**src/logic/vic_pkg.sv**
```systemverilog
package vic_pkg;
  // ------------------------------------------------------------
  // Sizes
  // ------------------------------------------------------------
  localparam int unsigned VIC_NUM_CH = 32;
  localparam int unsigned VIC_PRIO_W = 4;
  localparam int unsigned VIC_ADDR_W = 32;
  localparam int unsigned VIC_GPIO_PINS = 46;
  localparam int unsigned VIC_EXT_LINE3_CH = 17;
  localparam int unsigned VIC_CH_W = 5;
  // ------------------------------------------------------------
  // Reset values
  // ------------------------------------------------------------
  localparam logic [31:0] VIC_RST_CLASS = 32'h0000_0000;
  localparam logic [3:0] VIC_RST_PRIO = 4'h0;
  localparam logic [31:0] VIC_RST_VECT = 32'h0000_0000;
  localparam logic [45:0] VIC_RST_EDGE = 46'h0;
  // ------------------------------------------------------------
  // Edge modes per pin
  // ------------------------------------------------------------
  typedef enum logic [1:0] {
    VIC_EDGE_OFF  = 2'b00,
    VIC_EDGE_RISE = 2'b01,
    VIC_EDGE_FALL = 2'b10,
    VIC_EDGE_BOTH = 2'b11
  } vic_edge_e;
endpackage

```
**src/logic/vic_top.sv**
```systemverilog
// Behaviour
// Thirty-two request inputs, each classed fast or vectored by software.
// Fast requests always beat vectored ones regardless of priority.
// Fast output is the OR of all active fast-class requests.
// Readable word shows which fast-class sources request now.
// Non-fast inputs are vectored with run-time programmable priority.
// Equal-priority vectored requests: lowest channel number wins.
// Normal output is the OR of all active vectored-class requests.
// Readable vector gives the winning vectored request's routine address.
// Each peripheral presents one combined interrupt line.
// GPIO edge pins (46) raise rising/falling/both, merged onto line 3.
// Reset: all vectored, priorities and vectors zero, outputs inactive.
`timescale 1ns/1ps
`default_nettype none
module vic_top
  import vic_pkg::*;
#(
  parameter int unsigned NCH = VIC_NUM_CH,
  parameter int unsigned PW = VIC_PRIO_W,
  parameter int unsigned AW = VIC_ADDR_W,
  parameter int unsigned NPIN = VIC_GPIO_PINS
) (
  input wire logic core_clk,
  input wire logic resetn,
  input wire logic [NCH-1:0] irq_lines,
  input wire logic [NPIN-1:0] gpio_pins,
  input wire logic [NPIN-1:0] gpio_rise_en,
  input wire logic [NPIN-1:0] gpio_fall_en,
  input wire logic [NPIN-1:0] gpio_edge_clr,
  input wire logic cfg_we,
  input wire logic [VIC_CH_W-1:0] cfg_ch,
  input wire logic cfg_fast,
  input wire logic [PW-1:0] cfg_prio,
  input wire logic [AW-1:0] cfg_vect,
  output logic fast_interrupt_request,
  output logic normal_irq,
  output logic [NCH-1:0] fast_status,
  output logic [NCH-1:0] vect_status,
  output logic [AW-1:0] vect_addr,
  output logic [VIC_CH_W-1:0] vect_ch,
  output logic [NCH-1:0] class_fast,
  output logic [NPIN-1:0] gpio_edge_pend
);
  // ------------------------------------------------------------
  // Per-channel configuration storage
  // ------------------------------------------------------------
  logic [NCH-1:0] fast_q, fast_d;
  logic [PW-1:0] prio_q [NCH];
  logic [PW-1:0] prio_d [NCH];
  logic [AW-1:0] vect_q [NCH];
  logic [AW-1:0] vect_d [NCH];

  always_comb begin
    fast_d = fast_q;
    for (int i = 0; i < NCH; i++) begin
      prio_d[i] = prio_q[i];
      vect_d[i] = vect_q[i];
    end
    if (cfg_we) begin
      fast_d[cfg_ch] = cfg_fast;
      prio_d[cfg_ch] = cfg_prio;
      vect_d[cfg_ch] = cfg_vect;
    end
  end

  always_ff @(posedge core_clk) begin
    if (!resetn) begin
      fast_q <= VIC_RST_CLASS;
      for (int i = 0; i < NCH; i++) begin
        prio_q[i] <= VIC_RST_PRIO;
        vect_q[i] <= VIC_RST_VECT;
      end
    end else begin
      fast_q <= fast_d;
      for (int i = 0; i < NCH; i++) begin
        prio_q[i] <= prio_d[i];
        vect_q[i] <= vect_d[i];
      end
    end
  end

  // ------------------------------------------------------------
  // Input synchronisers and GPIO edge merge
  // ------------------------------------------------------------
  // Request lines come from other clock trees, so two flops each.
  // Costs two cycles of latency on every request edge.
  logic [NCH-1:0] rq1_q, rq2_q;
  logic [NCH-1:0] rq1_d, rq2_d;
  logic gpio_line;
  logic [NCH-1:0] req;

  always_comb begin
    rq1_d = irq_lines;
    rq2_d = rq1_q;
  end

  always_ff @(posedge core_clk) begin
    if (!resetn) begin
      rq1_q <= '0;
      rq2_q <= '0;
    end else begin
      rq1_q <= rq1_d;
      rq2_q <= rq2_d;
    end
  end

  vic_gpio_edge #(
    .PINS(NPIN)
  ) u_edge (
    .core_clk(core_clk),
    .resetn(resetn),
    .pin_in(gpio_pins),
    .rise_en(gpio_rise_en),
    .fall_en(gpio_fall_en),
    .edge_clr(gpio_edge_clr),
    .edge_pend(gpio_edge_pend),
    .line_req(gpio_line)
  );

  // Pin edges share external line 3 with its own level request;
  // the handler must poll the pending word to tell them apart.
  for (genvar g = 0; g < NCH; g++) begin : g_req
    if (g == VIC_EXT_LINE3_CH) begin : g_merge
      assign req[g] = rq2_q[g] | gpio_line;
    end else begin : g_plain
      assign req[g] = rq2_q[g];
    end
  end

  // ------------------------------------------------------------
  // Classification and arbitration
  // ------------------------------------------------------------
  // Lower priority value is more urgent; scanning high to low with
  // <= lets the lowest channel win ties.
  logic [NCH-1:0] fstat_d, vstat_d;
  logic [PW-1:0] best_p;
  logic [VIC_CH_W-1:0] best_c;
  logic best_v;
  logic [AW-1:0] addr_d;

  always_comb begin
    fstat_d = req & fast_q;
    vstat_d = req & ~fast_q;
    best_p = '1;
    best_c = '0;
    best_v = 1'b0;
    for (int i = NCH - 1; i >= 0; i--) begin
      if (vstat_d[i] && (!best_v || prio_q[i] <= best_p)) begin
        best_p = prio_q[i];
        best_c = VIC_CH_W'(i);
        best_v = 1'b1;
      end
    end
    addr_d = best_v ? vect_q[best_c] : VIC_RST_VECT;
  end

  // ------------------------------------------------------------
  // Registered outputs
  // ------------------------------------------------------------
  // Winner is recomputed every cycle; a handler that reads the
  // vector late may see a newer, more urgent winner.
  logic fast_req_q, fast_req_d;
  logic irq_q, irq_d;
  logic [NCH-1:0] fstat_q, vstat_q;
  logic [AW-1:0] addr_q;
  logic [VIC_CH_W-1:0] ch_q, ch_d;

  always_comb begin
    fast_req_d = |fstat_d;
    // Fast class is kept off the normal line entirely
    irq_d = |vstat_d; // see
    ch_d = best_c;
  end

  always_ff @(posedge core_clk) begin
    if (!resetn) begin
      fast_req_q <= 1'b0;
      irq_q <= 1'b0;
      fstat_q <= '0;
      vstat_q <= '0;
      addr_q <= VIC_RST_VECT;
      ch_q <= '0;
    end else begin
      fast_req_q <= fast_req_d;
      irq_q <= irq_d;
      fstat_q <= fstat_d;
      vstat_q <= vstat_d;
      addr_q <= addr_d;
      ch_q <= ch_d;
    end
  end

  assign fast_interrupt_request = fast_req_q;
  assign normal_irq = irq_q;
  assign fast_status = fstat_q;
  assign vect_status = vstat_q;
  assign vect_addr = addr_q;
  assign vect_ch = ch_q;
  assign class_fast = fast_q;
endmodule
`default_nettype wire

```
**src/logic/vic_gpio_edge.sv**
```systemverilog
`timescale 1ns/1ps
`default_nettype none
module vic_gpio_edge
  import vic_pkg::*;
#(
  parameter int unsigned PINS = VIC_GPIO_PINS
) (
  input wire logic core_clk,
  input wire logic resetn,
  input wire logic [PINS-1:0] pin_in,
  input wire logic [PINS-1:0] rise_en,
  input wire logic [PINS-1:0] fall_en,
  input wire logic [PINS-1:0] edge_clr,
  output logic [PINS-1:0] edge_pend,
  output logic line_req
);
  // ------------------------------------------------------------
  // Two-stage synchroniser, then edge capture
  // ------------------------------------------------------------
  logic [PINS-1:0] s1_q, s2_q, s3_q, pend_q;
  logic [PINS-1:0] s1_d, s2_d, s3_d, pend_d;
  logic line_q, line_d;
  logic [2:0] arm_q, arm_d;

  always_comb begin
    s1_d = pin_in;
    s2_d = s1_q;
    s3_d = s2_q;
    // Chain resets to zero, not to the pin level: ignore edges until
    // all three stages hold real samples, else a high pin fakes a rise
    arm_d = {arm_q[1:0], 1'b1};
    for (int i = 0; i < PINS; i++) begin
      // Set wins over a clear in the same cycle
      pend_d[i] = (pend_q[i] & ~edge_clr[i])
                | (arm_q[2] & rise_en[i] & s2_q[i] & ~s3_q[i])
                | (arm_q[2] & fall_en[i] & ~s2_q[i] & s3_q[i]);
    end
    line_d = |pend_d;
  end

  always_ff @(posedge core_clk) begin
    if (!resetn) begin
      s1_q <= '0;
      s2_q <= '0;
      s3_q <= '0;
      pend_q <= '0;
      line_q <= 1'b0;
      arm_q <= '0;
    end else begin
      arm_q <= arm_d;
      s1_q <= s1_d;
      s2_q <= s2_d;
      s3_q <= s3_d;
      pend_q <= pend_d;
      line_q <= line_d;
    end
  end

  assign edge_pend = pend_q;
  assign line_req = line_q;
endmodule
`default_nettype wire

```
**config.mk**
```make
export PLATFORM = sky130hd
export DESIGN_NAME = vic_top
export DESIGN_NICKNAME = d
export VERILOG_FILES = /design/src/logic/vic_pkg.sv /design/src/logic/vic_top.sv /design/src/logic/vic_gpio_edge.sv
export SDC_FILE = /design/constraint.sdc
export NUM_CORES = 2
export LEC_CHECK = 0
export BUFFER_PORTS_ARGS = -buffer_cell sky130_fd_sc_hd__clkbuf_2
export CAP_MARGIN = 20
export CORE_MARGIN = 10
export CORE_UTILIZATION = 50
export DETAILED_ROUTE_END_ITERATION = 7
export PLACE_DENSITY_LB_ADDON = 0.08
export SLEW_MARGIN = 20
export SYNTH_ARGS = -nofsm -noshare
export SYNTH_HDL_FRONTEND = slang
export SYNTH_HIERARCHICAL = 1
export SYNTH_SLANG_ARGS = --single-unit
```
**constraint.sdc**
```tcl
create_clock -name core_clk -period 51.1 [get_ports core_clk]
set_input_delay 2.555 -clock core_clk [delete_from_list [all_inputs] [get_ports core_clk]]
set_output_delay 2.555 -clock core_clk [all_outputs]
set_load 0.02 [all_outputs]
```
=== Yosys cells after proc, flatten, opt, wreduce, memory -nomap -nowiden ===
Memories as Yosys holds them, arrays and structs flattened. A register that Yosys moved wholly into a read port is not among the register bits.
Cells that the tools add are included.

* Input bits: 261
* Memories: 2
* Output and inout bits: 181
* ROM bits: 0
* Word-level logic and storage cells: 946
* Register bits: 355
* Bits in writable memories: 1152
* Bits in latches: 0

{| class="wikitable"
|+ Memory list
! memory !! words !! width !! read ports !! clocked after Yosys merged registers in !! write ports !! line !! text
|-
| vect_q || 32 || 32 || 33 || 1 || 32 || vic_top.sv:50 || <nowiki>logic [AW-1:0] vect_q [NCH];</nowiki>
|-
| prio_q || 32 || 4 || 32 || 0 || 32 || vic_top.sv:48 || <nowiki>logic [PW-1:0] prio_q [NCH];</nowiki>
|}

* Mux-type cells: 173
* Add/subtract/negate cells: 0
* Shifts and indexed selects: 0
* Bitwise gates (word level): 621
* Div/mod/pow operators: 0
* Equal/unequal tests: 0
* Reductions and logical operators: 100
* Magnitude comparators: 35
* Multiply operators: 0

{| class="wikitable"
|+ Operators by type and width
! cell !! number
|-
| $mux W32 || 33
|-
| $bwmux W1024 || 1
|-
| $mux W1024 || 1
|-
| $and A1 B1 Y1 || 322
|-
| $mux W4 || 64
|-
| $demux W32 S5 || 1
|-
| $mux W5 || 32
|-
| $or A1 B1 Y1 || 157
|-
| $not A1 Y1 || 138
|-
| $bwmux W128 || 1
|-
| $mux W128 || 1
|-
| $le A4 B4 Y1 || 31
|-
| $and A32 B32 Y32 || 2
|-
| $reduce_or A32 Y1 || 2
|-
| $reduce_or A46 Y1 || 1
|-
| $mux W1 || 36
|-
| $logic_and A1 B1 Y1 || 33
|-
| $bwmux W32 || 1
|-
| $logic_not A1 Y1 || 32
|-
| $not A32 Y32 || 1
|-
| $logic_or A1 B1 Y1 || 31
|-
| $demux W4 S5 || 1
|-
| $ge A6 B6 Y1 const B || 1
|-
| $lt A5 B6 Y1 const B || 1
|-
| other kinds (5) || 5
|}

=== Logic depth before layout (Yosys ltp) ===
* Word-level depth: 129
* Mapped depth: 299
* Mapped depth without buffers: 286

=== Cells and area by module ===
Netlist, hierarchy kept.

{| class="wikitable"
|+ By module, submodules not included
! module !! instances !! area each (um2) !! cells each !! seq. area each (um2)
|-
| vic_top || 1 || 61391.4 || 8191 || 27045.9
|-
| vic_gpio_edge || 1 || 6412.4 || 626 || 3763.6
|}

=== Worst setup path before layout ===
No wires, ideal clock.

* Kind: register to register
* Start point: register fast_q[31] (netlist: class_fast[31])
* End point: register addr_q[20] (netlist: vect_addr[20]) (read register of vect_q)
* Required time: 51.014 ns
* Buffers on the path: 13
* Period minus slack after synthesis: 47.134 ns
* Arrival time: 47.048 ns
* Library setup time: 0.086 ns
* Slack: 3.966 ns
* Stages on the path, launching flop included: 277
* Cell sequence: dfxtp_1 > nand2b_1 > buf_4 > nor2_1 > ha_1 > nand2b_1 > a211oi_1 > a21o_1 > a21oi_1 > o21ai_1 > nor2_1 > a21oi_1 > inv_1 > ha_1 > nor2b_1 > o311a_1 > o221ai_1 > nand2_1 > [... 241 more ...] > a31oi_1 > ha_1 > nor2b_1 > o21ai_0 > nand2b_1 > a21oi_1 > a41o_1 > o21bai_1 > nand2_1 > nor3_1 > nand3_1 > or3_1 > buf_2 > and3_1 > clkbuf_1 > o21ai_0 > o211ai_1 > a211oi_1

* Word-level cells in the longest chain between the ends: 129
* Elaborated cells on any way between the ends: 223
* Classes of those cells: 31 x order compare; 95 x mux; 2 x bitwise; 95 x reduce/logical

{| class="wikitable"
|+ Ends and longest elaborated chain
! item !! line !! text
|-
| start: declaration || vic_top.sv:47 || <nowiki>logic [NCH-1:0] fast_q, fast_d;</nowiki>
|-
| start signal: assignment || vic_top.sv:74 || <nowiki>fast_q <= fast_d;</nowiki>
|-
| $not A32 Y32 * || vic_top.sv:143 || <nowiki>vstat_d = req & ~fast_q;</nowiki>
|-
| $and A32 B32 Y32 * || vic_top.sv:143 ||
|-
| $mux W4 / $mux W1 (equally long branches) || vic_top.sv:148 || <nowiki>if (vstat_d[i] && (!best_v || prio_q[i] <= best_p)) begin</nowiki>
|-
| $le A4 B4 Y1 / $logic_not A1 Y1 (equally long branches) || vic_top.sv:148 ||
|-
| $logic_or A1 B1 Y1 || vic_top.sv:148 ||
|-
| $logic_and A1 B1 Y1 || vic_top.sv:148 ||
|-
| $mux W4 / $mux W1 (equally long branches) || vic_top.sv:148 ||
|-
| $le A4 B4 Y1 / $logic_not A1 Y1 (equally long branches) || vic_top.sv:148 ||
|-
| [... 113 more ...] || - ||
|-
| $logic_and A1 B1 Y1 || vic_top.sv:148 ||
|-
| $mux W4 / $mux W1 (equally long branches) || vic_top.sv:148 ||
|-
| $le A4 B4 Y1 / $logic_not A1 Y1 (equally long branches) || vic_top.sv:148 ||
|-
| $logic_or A1 B1 Y1 || vic_top.sv:148 ||
|-
| $logic_and A1 B1 Y1 || vic_top.sv:148 ||
|-
| $mux W1 || vic_top.sv:148 ||
|-
| $reduce_and A2 Y1 (no line) || - ||
|-
| $logic_not A1 Y1 (no line) || - ||
|-
| end: declaration || vic_top.sv:165 || <nowiki>logic [AW-1:0] addr_q;</nowiki>
|}

Mark *: on every way between the ends. The rest lies on a longest branch, timed or not.
A chain may end at the register's enable or synchronous reset.

=== Worst setup path after layout ===
* Start point: register rq2_q[31]
* End point: register addr_q[11] (netlist: vect_addr[11]) (read register of vect_q)

* Word-level cells in the longest chain between the ends: 128
* Elaborated cells on any way between the ends: 222
* Classes of those cells: 31 x order compare; 95 x mux; 1 x bitwise; 95 x reduce/logical

{| class="wikitable"
|+ Ends and longest elaborated chain
! item !! line !! text
|-
| start: declaration || vic_top.sv:87 || <nowiki>logic [NCH-1:0] rq1_q, rq2_q;</nowiki>
|-
| start signal: assignment || vic_top.sv:103 || <nowiki>rq2_q <= rq2_d;</nowiki>
|-
| $and A32 B32 Y32 * || vic_top.sv:143 ||
|-
| $mux W4 / $mux W1 (equally long branches) || vic_top.sv:148 ||
|-
| $le A4 B4 Y1 / $logic_not A1 Y1 (equally long branches) || vic_top.sv:148 ||
|-
| $logic_or A1 B1 Y1 || vic_top.sv:148 ||
|-
| $logic_and A1 B1 Y1 || vic_top.sv:148 ||
|-
| $mux W4 / $mux W1 (equally long branches) || vic_top.sv:148 ||
|-
| $le A4 B4 Y1 / $logic_not A1 Y1 (equally long branches) || vic_top.sv:148 ||
|-
| $logic_or A1 B1 Y1 || vic_top.sv:148 ||
|-
| [... 112 more ...] || - ||
|-
| $logic_and A1 B1 Y1 || vic_top.sv:148 ||
|-
| $mux W4 / $mux W1 (equally long branches) || vic_top.sv:148 ||
|-
| $le A4 B4 Y1 / $logic_not A1 Y1 (equally long branches) || vic_top.sv:148 ||
|-
| $logic_or A1 B1 Y1 || vic_top.sv:148 ||
|-
| $logic_and A1 B1 Y1 || vic_top.sv:148 ||
|-
| $mux W1 || vic_top.sv:148 ||
|-
| $reduce_and A2 Y1 (no line) || - ||
|-
| $logic_not A1 Y1 (no line) || - ||
|}

Marks and branches as above.

==> impl_metrics.env <==
export IMPL_min_period_ns=48.35
export IMPL_viasPerCell=5.99
export IMPL_clock_sinks=1539
export IMPL_synth_seq_cells=1539
export IMPL_first_pass_iters=8
export IMPL_dpl_hpwl_um=160000
export IMPL_worst_ep_arrival_time_ns=48.99
export IMPL_drv_slew=0
export IMPL_total_leakage_power_uw=0.0287
export IMPL_cp_start_kind="flip-flop"
export IMPL_clk_path_buf_depth=3
export IMPL_drive_above_1_share_pct=13.3
export IMPL_place_gp_congestion=0.934
export IMPL_max_cap_violations=0
export IMPL_ant_nets=0
export IMPL_io_buffers=441
export IMPL_power_total_uw=3790
export IMPL_num_rows=135
export IMPL_grt_max_degree=194
export IMPL_grt_pass1_wl_um=386000
export IMPL_cts_buffers=163
export IMPL_cts_root_buf="clkbuf_16"
export IMPL_finalClockSkew_ns=0.0379
export IMPL_yosys_cell_types_count=103
export IMPL_status="finished, final reports clean"
export IMPL_min_path_type="flip-flop to flip-flop"
export IMPL_power_density_nw_per_um2=48.3
export IMPL_yosysSeqAreaShare_pct=45.4
export IMPL_required_ns=51.73
export IMPL_grt_use_total_pct=32.8
export IMPL_yosysWarnings=6
export IMPL_tritoncts="yes"
export IMPL_grt_pass1_vias=59900
export IMPL_die_w_um=388
export IMPL_clk_pin_slew_worst_paths_ns=0.06
export IMPL_cts_hold_fix_buffers=0
export IMPL_synth_edf_count=0
export IMPL_clk_latency_ns=0.81
export IMPL_start_util_pct=50.2
export IMPL_relSlewSlack_pct=20.4
export IMPL_ioPinCount=442
export IMPL_rrSetupSlack_ns=2.75
export IMPL_place_ws_ns=-1.78
export IMPL_synth_flop_cell="dfxtp_1"
export IMPL_antenna_found_initial=13
export IMPL_vias=65100
export IMPL_core_um2=135000
export IMPL_die_area_um2=151000
export IMPL_hold_viol=0
export IMPL_crit_path_top_delay_cell="o211ai_1"
export IMPL_crit_path_end_kind="flip-flop"
export IMPL_worst_pin_slew_ns=1.19
export IMPL_final_core_util_pct=58.1
export IMPL_area_growth_pct=15.8
export IMPL_synth_avg_cell_area_um2=7.69
export IMPL_wirelength_um=266000
export IMPL_setup_ws_ns=2.75
export IMPL_fin_crit_sh_pct=94.6
export IMPL_drt_drc_violations_left=0
export IMPL_drt_iter0_drc=7842
export IMPL_fp_dieH_um=388
export IMPL_holdWs_ns=0.429
export IMPL_path_common_cell="ha_1"
export IMPL_wl_per_cell_um=24.5
export IMPL_synth_area_um2=67800
export IMPL_synth_nets=9184
export IMPL_grt_overflow=0
export IMPL_synthCells=8817
export IMPL_cp_slowest_stage_delay_ns=0.59
export IMPL_fmax_mhz=20.7
export IMPL_peakVddDrop_uv=39.8
export IMPL_fin_nets=9325
export IMPL_crit_type="flip-flop to flip-flop"
export IMPL_tns_ns=0
export IMPL_setup_violations=0
export IMPL_htree_levels=4
export IMPL_async_flop_share_pct=0
export IMPL_cp_max_fo=12
==> worst paths after layout <==
kind / startpoint / to / cells after the start
setup / recovery: rq2_q[31] / vect_addr[11] / 275
setup reg to reg: rq2_q[31] / vect_addr[11] / 275
hold / removal: u_edge/s1_q[30] / u_edge/s2_q[30] / 1
hold reg to reg: u_edge/s1_q[30] / u_edge/s2_q[30] / 1
==> synth_stat cells, types with 8 or more instances <==
cell type	instances	area share (%)
clkbuf_1	574	3.2
nor2b_1	77	0.71
o31ai_1	19	0.21
or2_2	13	0.12
buf_2	74	0.55
nand3b_1	13	0.14
a311oi_1	34	0.44
ha_1	106	2.0
and3_1	50	0.46
dfxtp_1	1539	45
o211a_1	66	0.97
nor3_1	23	0.17
nand4b_1	45	0.58
o211ai_1	66	0.73
o21ai_1	11	0.081
a22o_1	11	0.14
buf_6	16	0.27
xnor2_1	9	0.12
nand3_1	185	1.4
inv_1	90	0.50
or3_1	9	0.083
nand2b_1	68	0.63
a22oi_1	11	0.12
nor4_1	10	0.092
o21bai_1	8	0.089
a211oi_1	135	1.5
a32oi_1	65	0.84
mux2i_1	238	3.5
o21ai_0	106	0.78
a31oi_1	68	0.63
mux2_2	12	0.20
nor2_1	172	0.95
a21oi_1	1328	9.8
o31a_1	11	0.14
a41o_1	15	0.22
buf_4	25	0.28
a21o_1	23	0.25
o22ai_1	48	0.44
nand4_1	12	0.11
a221oi_1	13	0.17
nand2_1	3030	17
and2_1	234	2.2
o21a_1	36	0.40
==> repair_timing <==
action	in CTS	in global routing
gates cloned	3	14
endpoints found under the setup margin	34	37
pin swaps	2	32
gates resized for setup	62	217
buffers inserted	4	65
==> placed cells by master (no fill, tap or decap), drive strengths merged, types with 12 or more instances in the layout <==
master / synthesis / final
mux2: 12 / 12
nand3: 186 / 186
dfxtp: 1539 / 1539
nor3: 23 / 23
nand2b: 68 / 68
and3: 51 / 51
nor2b: 78 / 78
o21a: 37 / 38
o211a: 67 / 67
nor2: 173 / 174
nand4: 12 / 12
and2: 234 / 234
nand4b: 45 / 45
o211ai: 67 / 67
a21oi: 1335 / 1335
mux2i: 238 / 238
o21ai: 119 / 119
a21o: 23 / 23
clkinv: 5 / 37
a311oi: 34 / 34
a211oi: 139 / 139
a221oi: 14 / 14
a31oi: 70 / 70
a41o: 15 / 15
o31ai: 24 / 24
o22ai: 48 / 48
nand3b: 13 / 13
ha: 106 / 106
a32oi: 65 / 65
or2: 14 / 14
clkbuf: 574 / 696
nand2: 3031 / 3031
buf: 122 / 218
inv: 91 / 98
==> through the flow <==
step | instance area [um2] | std cells
final | 78500 | 10900
after global routing | 78500 | 10900
after CTS | 76800 | 10800
after detailed placement | 71000 | 10500
after global placement | 70900 | 10500
after floorplan | 67800 | 8817
==> area by class of cell <==
| type | instances | area, um2 |
|---|---|---|
| fill | 12600 | 56600 |
| multi-input combinational | 6488 | 35200 |
| sequential | 1539 | 30800 |
| clock buffer | 246 | 4820 |
| timing repair buffer | 670 | 4560 |
| tap | 1781 | 2230 |
| clock inverter | 49 | 554 |
| inverter | 96 | 368 |
| antenna | 6 | 15.0 |
==> flip-flops by register name (all words and copies together) (netlist names) <==
register,count
vect_q,1024
fast_interrupt_request,1
u_edge/arm_q,3
rq1_q,32
rq2_q,32
class_fast,32
u_edge/s1_q,46
prio_q,128
u_edge/s3_q,46
vect_ch,5
normal_irq,1
vect_status,32
fast_status,32
u_edge/line_req,1
u_edge/s2_q,46
vect_addr,32
u_edge/edge_pend,46
==> power by group <==
| part | internal [uW] | leakage (uW) | switching, uW |
|---|---|---|---|
| logic | 408 | 0.0135 | 932 |
| registers | 1230 | 0.0125 | 24.2 |
| clock network | 693 | 0.00266 | 507 |
==> cell families (layout without fill, tap and decap cells) <==
logic type | count (synthesis) | in the layout | synth area share, %
compound gates | 2135 | 2136 | 19.0
buf+inv | 792 | 1061 | 4.84
simple gates | 3976 | 3977 | 24.8
fa+ha+maj | 113 | 113 | 2.06
flops | 1539 | 1539 | 45.4
other cells | 0 | 6 | 0
mux | 250 | 250 | 3.71
xor+xnor | 12 | 12 | 0.155
==> metal layers <==
layer	wire length (um)	global-route usage (%)	up-vias
li1	-	-	30000
met1	110000	44.1	31100
met2	116000	50.9	3353
met3	26700	6.56	613
met4	12600	14.1	14
met5	92	0	-
==> critical path, delay by kind of cell, from the launching register on <==
family	cells	cell delay [ns]
flip-flops	1	0.37
multiplexers	10	2.94
AND/OR/NAND/NOR	71	9.51
adder cells (fa/ha/maj)	38	10.57
buffers and inverters	19	2.30
AO/OA/AOI/OAI	137	22.38
No activity file was read; power rests on OpenSTA's default activity.
